[src/core/hcr_pkg.sv]
package hcr_pkg;
	// byte offsets of the register bank
	localparam logic [7:0] HW_CTRL_LO_OFS = 8'h18;
	localparam logic [7:0] HW_CTRL_HI_OFS = 8'h19;
	localparam logic [7:0] TARGET_ADDR_OFS = 8'h1A;
	localparam logic [7:0] LEVEL_LO_OFS = 8'h20;
	localparam logic [7:0] LEVEL_HI_OFS = 8'h21;
	localparam logic [7:0] EVT_STS_LO_OFS = 8'h22;
	localparam logic [7:0] EVT_STS_HI_OFS = 8'h23;
	localparam logic [7:0] EVT_EN_LO_OFS = 8'h24;
	localparam logic [7:0] EVT_EN_HI_OFS = 8'h25;

	// hardware_control field positions
	localparam int BCAST_BIT = 5;
	localparam int FMP_BIT = 3;
	localparam int READY_BIT = 2;
	localparam int APPLY_BIT = 1;
	localparam int SOFTWARE_CHIP_RESET_BIT = 0;

	// values after reset
	localparam logic BCAST_RST = 1'b0;
	localparam logic FMP_RST = 1'b1;
	localparam logic [15:0] EVT_STS_RST = 16'h0000;
	localparam logic [15:0] EVT_EN_RST = 16'h0000;

	// pins that carry dedicated functions in the standalone roles
	localparam int ALT_FIRST_PIN = 9;
	localparam int ALT_PIN_COUNT = 7;
	localparam int PIN_COUNT = 16;

	// register access request from the serial port front end
	typedef struct packed {
		logic wr;
		logic rd;
		logic [7:0] addr;
		logic [7:0] wdata;
	} hcr_req_t;

	// per-pin edge selection taken from the live pin configuration
	typedef struct packed {
		logic [15:0] rise_en;
		logic [15:0] fall_en;
	} hcr_edge_sel_t;
endpackage : hcr_pkg

[src/core/hcr_ctrl_regs.sv]
`timescale 1ns/100ps
`default_nettype none
module hcr_ctrl_regs (
	input wire logic core_clk_i,
	input wire logic sys_rst_i,
	input wire hcr_pkg::hcr_req_t req_i,
	input wire logic [15:0] pin_level_i,
	input wire hcr_pkg::hcr_edge_sel_t edge_sel_i,
	input wire logic config_done_i,
	input wire logic pin_takeover_pending_i,
	input wire logic [6:0] strap_address_i,
	input wire logic fused_address_use_flag_i,
	input wire logic [6:0] fused_target_address_i,
	input wire logic downstream_facing_role_i,
	input wire logic upstream_facing_role_i,
	output logic [7:0] rdata_o,
	output logic broadcast_address_enable_o,
	output logic one_megahertz_mode_enable_o,
	output logic [6:0] target_address_o,
	output logic staged_pin_config_apply_o,
	output logic software_chip_reset_o,
	output logic pin_event_irq_o,
	output logic ready_irq_o,
	output logic [6:0] alt_function_sel_o
);
	typedef struct packed {
		logic [7:0] rdata;
		logic bcast;
		logic fmp;
		logic ready;
		logic apply;
		logic apply_strobe;
		logic software_chip_reset;
		logic [6:0] taddr;
		logic addr_load;
		logic [15:0] sync1;
		logic [15:0] sync2;
		logic [15:0] prev;
		logic [15:0] sts;
		logic [15:0] en;
		logic irq;
		logic ready_irq;
		logic [6:0] alt_sel;
	} hcr_state_t;

	hcr_state_t st;
	hcr_state_t next_st;
	logic [15:0] evt;
	logic [15:0] gp_mask;
	logic role_alt;

	// edge detect on the second synchroniser flop only, never on the first
	assign role_alt = downstream_facing_role_i | upstream_facing_role_i;
	assign evt = ((st.sync2 & ~st.prev & edge_sel_i.rise_en)
		| (~st.sync2 & st.prev & edge_sel_i.fall_en)) & gp_mask;

	// dedicated pins drop out of general purpose event detection
	genvar gi;
	generate
		for (gi = 0; gi < hcr_pkg::PIN_COUNT; gi++) begin : g_mask
			if (gi >= hcr_pkg::ALT_FIRST_PIN) begin : g_alt
				assign gp_mask[gi] = ~role_alt;
			end else begin : g_gp
				assign gp_mask[gi] = 1'b1;
			end
		end
	endgenerate

	// next state of the whole bank
	always_comb begin
		logic [15:0] clr;
		clr = 16'h0000;
		next_st = st;
		next_st.sync1 = pin_level_i;
		next_st.sync2 = st.sync1;
		next_st.prev = st.sync2;
		next_st.apply_strobe = 1'b0;
		next_st.software_chip_reset = 1'b0;
		next_st.addr_load = 1'b0;
		next_st.alt_sel = role_alt ? 7'h7F : 7'h00;
		// ready is sticky until the next system reset
		if (config_done_i) begin
			next_st.ready = 1'b1;
		end
		// address comes from strap or fuses one cycle after reset release
		if (st.addr_load) begin
			next_st.taddr = fused_address_use_flag_i ? fused_target_address_i : strap_address_i;
		end
		// hold the apply request while a takeover is pending
		if (st.apply && !pin_takeover_pending_i) begin
			next_st.apply = 1'b0;
			next_st.apply_strobe = 1'b1;
		end
		if (req_i.wr) begin
			case (req_i.addr)
				hcr_pkg::HW_CTRL_LO_OFS: begin
					next_st.bcast = req_i.wdata[hcr_pkg::BCAST_BIT];
					next_st.fmp = req_i.wdata[hcr_pkg::FMP_BIT];
					if (req_i.wdata[hcr_pkg::APPLY_BIT]) begin
						next_st.apply = 1'b1;
					end
					next_st.software_chip_reset = req_i.wdata[hcr_pkg::SOFTWARE_CHIP_RESET_BIT];
				end
				hcr_pkg::TARGET_ADDR_OFS: begin
					next_st.taddr = req_i.wdata[6:0];
				end
				hcr_pkg::EVT_STS_LO_OFS: begin
					clr[7:0] = req_i.wdata;
				end
				hcr_pkg::EVT_STS_HI_OFS: begin
					clr[15:8] = req_i.wdata;
				end
				hcr_pkg::EVT_EN_LO_OFS: begin
					next_st.en[7:0] = req_i.wdata;
				end
				hcr_pkg::EVT_EN_HI_OFS: begin
					next_st.en[15:8] = req_i.wdata;
				end
				default: begin
				end
			endcase
		end
		// a new edge wins over a clear in the same cycle
		next_st.sts = (st.sts & ~clr) | evt;
		next_st.irq = |(next_st.sts & next_st.en);
		next_st.ready_irq = next_st.ready;
		// read data is registered; unmapped bytes read zero
		if (req_i.rd) begin
			case (req_i.addr)
				hcr_pkg::HW_CTRL_LO_OFS: begin
					next_st.rdata = {2'b00, st.bcast, 1'b0, st.fmp, st.ready, st.apply, 1'b0};
				end
				hcr_pkg::TARGET_ADDR_OFS: begin
					next_st.rdata = {1'b0, st.taddr};
				end
				hcr_pkg::LEVEL_LO_OFS: begin
					next_st.rdata = st.sync2[7:0];
				end
				hcr_pkg::LEVEL_HI_OFS: begin
					next_st.rdata = st.sync2[15:8];
				end
				hcr_pkg::EVT_STS_LO_OFS: begin
					next_st.rdata = st.sts[7:0];
				end
				hcr_pkg::EVT_STS_HI_OFS: begin
					next_st.rdata = st.sts[15:8];
				end
				hcr_pkg::EVT_EN_LO_OFS: begin
					next_st.rdata = st.en[7:0];
				end
				hcr_pkg::EVT_EN_HI_OFS: begin
					next_st.rdata = st.en[15:8];
				end
				default: begin
					next_st.rdata = 8'h00;
				end
			endcase
		end
	end

	// synchronous reset; address is loaded by a clocked step after release
	always_ff @(posedge core_clk_i) begin
		if (sys_rst_i) begin
			st <= '0;
			st.bcast <= hcr_pkg::BCAST_RST;
			st.fmp <= hcr_pkg::FMP_RST;
			st.addr_load <= 1'b1;
			st.sts <= hcr_pkg::EVT_STS_RST;
			st.en <= hcr_pkg::EVT_EN_RST;
		end else begin
			st <= next_st;
		end
	end

	assign rdata_o = st.rdata;
	assign broadcast_address_enable_o = st.bcast;
	assign one_megahertz_mode_enable_o = st.fmp;
	assign target_address_o = st.taddr;
	assign staged_pin_config_apply_o = st.apply_strobe;
	assign software_chip_reset_o = st.software_chip_reset;
	assign pin_event_irq_o = st.irq;
	assign ready_irq_o = st.ready_irq;
	assign alt_function_sel_o = st.alt_sel;
endmodule : hcr_ctrl_regs
`default_nettype wire

[config.mk]
export PLATFORM = sky130hd
export DESIGN_NAME = hcr_ctrl_regs
export DESIGN_NICKNAME = d
export VERILOG_FILES = /design/src/core/hcr_pkg.sv /design/src/core/hcr_ctrl_regs.sv
export SDC_FILE = /design/constraint.sdc
export NUM_CORES = 1
export LEC_CHECK = 0
export ABC_AREA = 1
export CORE_MARGIN = 2
export CORE_UTILIZATION = 45
export DETAILED_ROUTE_END_ITERATION = 8
export DONT_BUFFER_PORTS = 1
export SETUP_SLACK_MARGIN = 0.5
export SLEW_MARGIN = 40
export SYNTH_ARGS = -nofsm -noshare
export SYNTH_HDL_FRONTEND = slang
export SYNTH_SLANG_ARGS = --single-unit
[constraint.sdc]
create_clock -name core_clk_i -period 2 [get_ports core_clk_i]
set_clock_uncertainty 0.05 [all_clocks]
set_input_delay 0.6 -clock core_clk_i [delete_from_list [all_inputs] [get_ports core_clk_i]]
set_output_delay 0.6 -clock core_clk_i [all_outputs]
set_load 0.1 [all_outputs]
Word level (Yosys, flattened, before mapping):

Cells that the tools add are included.

* register bits after elaboration: 110
* bits of input ports: 87
* output and inout port bits: 28
* word-level logic and storage cells: 63

* eq/ne operators: 8
* multiplexer cells: 18
* bitwise gates (word level): 16
* reductions and logical operators: 5

Operators with widths (count)
* bitwise AND 16 bit: 7
* two-way mux 90 bit: 1
* case mux 8 bit (8 select lines): 1
* equality test 8 x 6 -> 1 bit (second input constant): 6
* inverter 16 bit: 3
* two-way mux 7 bit: 5
* two-way mux 16 bit: 2
* two-way mux 8 bit: 4
* bitwise OR 16 bit: 2
* equality test 8 x 5 -> 1 bit (second input constant): 2
* OR reduction 16 bit: 1
* two-way mux 1 bit: 4
* inverter 1 bit: 3
* OR reduction 3 bit: 1
* two-way mux 2 bit: 1
* AND reduction 2 bit: 1
* logical AND 1 bit: 1
* zero test 1 bit: 1
* bitwise OR 1 bit: 1

Logic depth before layout (Yosys ltp):

Gate-level depths: netlist of run 1.

* depth after elaboration: 9
* mapped depth: 13
* mapped depth without buffers: 12

Worst setup path before layout of run 1:

No wires, ideal clock.

* path type: input to register
* start point: input req_i[14] (netlist bit)
* end point: register st, in the netlist pin_event_irq_o
* setup time: 128 ps
* arrival: 1571 ps
* required time: 1822 ps
* setup slack: 252 ps
* stages on the path: 13
* path buffers: 1
* cell sequence: inv_1 nand2_2 nor2_8 nand3_2 buf_6 nand2_1 nand2_1 nand2_1 nand2_1 nor2_1 nand2_1 nor2_1 nor2_1

* longest elaborated chain between the ends: 8
* elaborated cells on any way between the ends: 15
* classes of those cells: eq/ne (4); mux (6); bitwise (4); reduce/logical (1)

RTL lines
* start: declaration: RTL line hcr_ctrl_regs.sv:6 `input wire hcr_pkg::hcr_req_t req_i,`
* equality test 8 x 6 -> 1 bit: RTL line hcr_ctrl_regs.sv:95 `case (req_i.addr)`
* two-way mux 8 bit: RTL line hcr_ctrl_regs.sv:95
* two-way mux 16 bit: RTL line hcr_ctrl_regs.sv:94 `if (req_i.wr) begin`
* inverter 16 bit: RTL line hcr_ctrl_regs.sv:124 `next_st.sts = (st.sts & ~clr) | evt;`
* bitwise AND 16 bit: RTL line hcr_ctrl_regs.sv:124
* bitwise OR 16 bit: RTL line hcr_ctrl_regs.sv:124
* bitwise AND 16 bit (*): RTL line hcr_ctrl_regs.sv:125 `next_st.irq = |(next_st.sts & next_st.en);`
* OR reduction 16 bit (*): RTL line hcr_ctrl_regs.sv:125
* end signal: assignment: RTL line hcr_ctrl_regs.sv:171 `st <= next_st;`
* end: declaration: RTL line hcr_ctrl_regs.sv:46 `hcr_state_t st;`

Every way passes the cells marked *; elsewhere a longest branch is shown, timed or not.
A chain may end at the register's enable or synchronous reset.

==> metrics, run 1 <==
status=complete, no violations; number of setup violations in the final report=0; CP Buf/Inv Count=1; number of remaining DRC errors=0; relative slew slack=79.2%; Die Wd=108 µm; reg2reg setup slack=670 ps; Tightest Pin Transition=311 ps; Placed Area=5060 µm²; top cells by area, synth=dfxtp_1 (43%), nand2_1 (14%), inv_1 (6.7%); Global Route Usage Sum=22.0%; final net count=817; Final WS setup=206 ps; PD cells=664 nW/µm²; DR vias/cell=5.03; vias in the first global route=3999; cell count after synthesis=705; pre-CTS WS=-10.7 ps; fin util=57.8%; async set-reset flop share out of synthesis=0%; # IOs=115; Synth Area per Inst=6.85 µm²; Fin. Hold Viols=0; Detailed Place HPWL=8780 µm; Clock Tree Buf Depth=2; full die area=11600 µm²; Skew-Pair Late Insertion Delay=370 ps; fin area=5990 µm²; flops & latches, synth=104; layout cells sized above 1=22.9%; first-pass GRT wire length=19700 µm; Yosys cell types=26; routed vias=4378; leakage=2.70 nW; worst hold stages=0; syn_nets=792; area leader, netlist=dfxtp_1; CP delay by family, top=flip-flops; Top FF cell, synth=dfxtp_1; fmax=0.557 GHz; hold path startpoint=sys_rst_i; CTS tree=yes; diode count=0; Antenna Nets Post-Route=0; Min Clock Period, post-route=1790 ps; CP Cell Sequence=buf_16; Worst Path Required=1350 ps; YS warnings=0; total wire length=12600 µm; DRT iter0 DRCs=383; most frequent cells in the layout=nand2_1 (161), dfxtp_1 (82), inv_1 (81); Critical-path top delay cell=dfxtp_4; Slew Viols, Final=0; CP Class=register to output port; crit end category=output port; R2R Path End=pin_event_irq_o$_SDFF_PP0_; Mapped Area=4830 µm²; Hold EP=st[89]$_DFF_P_; Cell Rows=37; Min Hold Slack=198 ps; area grow syn2layout=24.1%; # hold bufs at CTS=0; worst stage delay on the critical path=390 ps; CTS root buffer=clkbuf_8; sequential share of the synthesized area=43.1%; period utilization=89.7%; initial antenna violation count=0; EDFF count, synth=0; placer congestion estimate=0.859; initial core utilization=46.6%; Pre-antenna DRT Iters=5; r2r startpoint=next_st[41]$_SDFF_PP0_; area share of the largest cell type after synthesis=43.1%; worst-case vdd ir drop=0.440 mV; htree depth=3; Worst-path clk slew=100 ps; commonest non-fill, non-tap cell in the layout=nand2_1; drt wl/cell=14.5 µm; startpoint class of the critical path=register; Crit path arrival time=1140 ps; RSZ-0062 raised after global routing=yes; Crit Path Max Fanout=4; grt total ovfl=0; core area=10400 µm²; clock tree sinks=104; R2R depth=11; # port buffers=0; Die Ht=108 µm; largest net degree at the start of global routing=97; hold crit path type=input port to register; max-cap violations=0; Num CTS Buffers=9
metrics by stage:
stage / TNS, ps / power (mW) / std cells
final: 0 / 3.98 / 871
after global routing: 0 / 4.14 / 871
after CTS: 0 / 3.98 / 853
after detailed placement: -10.7 / 2.60 / 825
after global placement: -4.87 / 2.59 / 825
after floorplan: 0 / 2.58 / 705
cells by family (layout without fill, tap and decap cells):
kind of cell	after synthesis	after routing	synth area share [%]
AND/OR/NAND/NOR	361	362	32.1
flip-flops	104	104	43.1
buffers and inverters	141	170	14.1
AO/OA/AOI/OAI	99	99	10.7
layer usage:
layer  track usage [%]  up-vias  share of wire, %
li1                  -     2246                 -
met1              28.3     1940                42
met2              35.2      176                46
met3              7.26       16                10
met4              6.23        0               1.6
met5                 0        -                 0
power by group:
| part | internal (mW) | leakage, nW | switching (mW) |
|---|---|---|---|
| Clock | 0.599 | 0.0965 | 0.757 |
| Sequential | 2.13 | 0.861 | 0.0340 |
| Combinational | 0.158 | 1.75 | 0.303 |
cells in the mapped netlist (3+ instances only):
library cell and number:
a21oi_1 62, buf_2 5, buf_4 27, buf_6 6, clkbuf_1 11, dfxtp_1 104, inv_1 86, inv_2 4
nand2_1 185, nand2_2 6, nand3_1 61, nand4_1 15, nor2_1 85, nor2_4 3, o21ai_0 24, o22ai_1 7
timing repair:
item / in CTS / in global routing
cloned: 2 / 2
pin swaps: 4 / 32
gates resized for setup: 82 / 50
endpoints found under the hold margin: 0 / 0
endpoints found under the setup margin: 30 / 36
buffers inserted: 10 / 16
layout make-up:
cell class / instances / area (µm²)
flip-flops and latches: 104 / 2130
clock buffers: 10 / 128
well taps: 136 / 170
clock inverters: 6 / 76.3
inverters: 90 / 368
multi-input cells: 461 / 2280
repair buffers: 64 / 840
fillers: 1000 / 4380
registers in the layout, summed over array words and instances, names as in the netlist:
| name | cells |
|---|---|
| pin_event_irq_o | 1 |
| next_st | 32 |
| alt_function_sel_o | 1 |
| ready_irq_o | 1 |
| st | 50 |
| target_address_o | 7 |
| rdata_o | 8 |
| software_chip_reset_o | 1 |
| staged_pin_config_apply_o | 1 |
| broadcast_address_enable_o | 1 |
| one_megahertz_mode_enable_o | 1 |
worst max-delay path by stage:
stage / from / depth (start not counted) / slack [ps] / end
5_1_grt: alt_function_sel_o[5]$_SDFF_PP0_ / 1 / 160 / alt_function_sel_o[3]
3_3_place_gp: req_i[11] / 13 / -5 / pin_event_irq_o$_SDFF_PP0_
4_1_cts: alt_function_sel_o[5]$_SDFF_PP0_ / 1 / 190 / alt_function_sel_o[3]
6_report: alt_function_sel_o[5]$_SDFF_PP0_ / 1 / 210 / alt_function_sel_o[3]
2_1_floorplan: req_i[11] / 13 / 270 / pin_event_irq_o$_SDFF_PP0_
3_5_place_dp: req_i[8] / 13 / -10 / pin_event_irq_o$_SDFF_PP0_
(Power assumes the default switching activity.)
==> run 2: changes to the inputs <==
- CORE_MARGIN: 2 -> unset
==> run 2 against run 1 <==
Net effect: cell area shrank 1.7%; largest power group unchanged; clock-buffer cell count is the same; fmax shrank 0.38%; via count shrank 1.9%; highest routed layer unchanged.
==> metrics, run 2 (synthesized netlist as in run 1, its figures left out) <==
Slew Viols, Final=0 (unchanged); worst stage delay on the critical path=400 ps (about the same); pre-CTS WS=44.2 ps (+54.9 ps); total wire length=12400 µm (-1.3%); placer congestion estimate=0.938 (+9.2%); fmax=0.555 GHz (-0.38%); CP Cell Sequence=buf_16; # IOs=115 (unchanged); initial core utilization=46.6% (unchanged); # fillers=1004 (+0.40%); relative slew slack=79.0% (-0.27 points); Worst-path clk slew=110 ps (about the same); CP Class=register to output port; final net count=804 (-1.6%); worst-case vdd ir drop=0.438 mV (-0.62%); Num CTS Buffers=9 (unchanged); Antenna Nets Post-Route=0 (unchanged); Top reg by flops=st; CTS tree=yes; number of setup violations in the final report=0 (unchanged); first-pass GRT wire length=20000 µm (+1.4%); largest net degree at the start of global routing=97 (unchanged); period utilization=90.1% (+0.34 points); htree depth=3 (unchanged); max FFs per register=50 (unchanged); status=complete, no violations; most frequent cells in the layout=nand2_1 (171), inv_1 (82), nor2_1 (82), dfxtp_1 (82), a21oi_1 (60); number of remaining DRC errors=0 (unchanged); drt wl/cell=14.5 µm (+0.16%); CP Buf/Inv Count=1 (unchanged); Cell Rows=37 (unchanged); # port buffers=0 (unchanged); Global Route Usage Sum=22.8% (+0.82 points); grt total ovfl=0 (unchanged); Detailed Place HPWL=8820 µm (+0.41%); Fin. Hold Viols=0 (unchanged); Final WS setup=199 ps (-6.75 ps); Die Wd=106 µm (-1.9%); Crit Path Max Fanout=4 (unchanged); initial antenna violation count=0 (unchanged); # hold bufs at CTS=0 (unchanged); layout cells sized above 1=19.8% (-3.1 points); full die area=11100 µm² (-3.7%); Pre-antenna DRT Iters=5 (unchanged); startpoint class of the critical path=register; Worst Path Required=1350 ps (about the same); DR vias/cell=5.01 (-0.36%); Min Clock Period, post-route=1800 ps (+6.75 ps); vias in the first global route=4094 (+2.4%); clock tree sinks=104 (unchanged); Overall Power=3.88 mW (-2.4%); core area=10400 µm² (unchanged); Placed Area=5020 µm² (-0.69%); Clock Tree Buf Depth=2 (unchanged); routed vias=4297 (-1.9%); Die Ht=106 µm (-1.9%); fin area=5890 µm² (-1.7%); hold crit path type=input port to register; CTS root buffer=clkbuf_8; DRT iter0 DRCs=248 (-35%); Tightest Pin Transition=312 ps (+1.05 ps); diode count=0 (unchanged); PD cells=659 nW/µm² (-0.80%); Critical-path top delay cell=dfxtp_4; Skew-Pair Late Insertion Delay=370 ps (about the same); CP delay by family, top=flip-flops; leakage=2.61 nW (-3.3%); setup TNS=0 ps (unchanged); Crit path arrival time=1150 ps (about the same); commonest non-fill, non-tap cell in the layout=nand2_1; RSZ-0062 raised after global routing=yes; max-cap violations=0 (unchanged); area grow syn2layout=22.0%; crit end category=output port
[run 2: cell types whose count changed in the layout (fill, tap and decap cells not counted), sizes merged]
cell / previous run / this run
buf: 62 / 49
bufinv: 1 / 0
clkinv: 1 / 5
clkinvlp: 2 / 0
inv: 92 / 91
nand3: 63 / 64
nor2: 90 / 89
[run 2: path summary, 6_finish.rpt]
check | start | to | slack [ps] | cells after the start
worst max-delay path | alt_function_sel_o[5]$_SDFF_PP0_ | alt_function_sel_o[0] | 200 | 1
worst min-delay path | sys_rst_i | st[89]$_DFF_P_ | 210 | 0
worst max register to register | next_st[53]$_SDFF_PP0_ | pin_event_irq_o$_SDFF_PP0_ | 630 | 12
worst min register to register | next_st[61]$_SDFF_PP0_ | next_st[45]$_SDFF_PP0_ | 350 | 2
[run 2: final cells by class]
type	instances	area [µm²]	area share (%)
timing repair buffer	51	724	12.3
sequential	104	2130	36.2
inverter	90	379	6.43
tap	136	170	2.89
clock inverter	6	62.6	1.06
multi-input combinational	461	2300	39.0
clock buffer	10	128	2.17
[run 2: power by group]
part | switching, mW | total [mW] | leakage, nW | internal, mW
combinational | 0.296 | 0.446 | 1.65 | 0.149
clock | 0.780 | 1.27 | 0.0961 | 0.486
sequential | 0.0433 | 2.17 | 0.861 | 2.13
total | 1.12 | 3.88 | 2.61 | 2.76
[run 2: what timing repair did]
item,4_1_cts,5_1_grt
pin swaps,2,16
setup buffers,7,8
endpoints found under the hold margin,0,0
endpoints found under the setup margin,32,38
gates resized for setup,82,42
gates cloned,2,3
[run 2: metal layers]
layer | track usage, % | part of all wire (%)
met1 | 28.8 | 42
met2 | 38.5 | 47
met3 | 6.43 | 8.9
met4 | 5.56 | 1.9
met5 | 0 | 0
[run 2: stage by stage]
| stage | utilization (%) | hold WS [ps] | cells |
|---|---|---|---|
| floorplan | - | 338 | 705 |
| global placement | 48.5 | 340 | 822 |
| detailed placement | 48.5 | 342 | 822 |
| CTS | 53.8 | 196 | 847 |
| global route | 56.8 | 180 | 858 |
| finish | 56.8 | 205 | 858 |
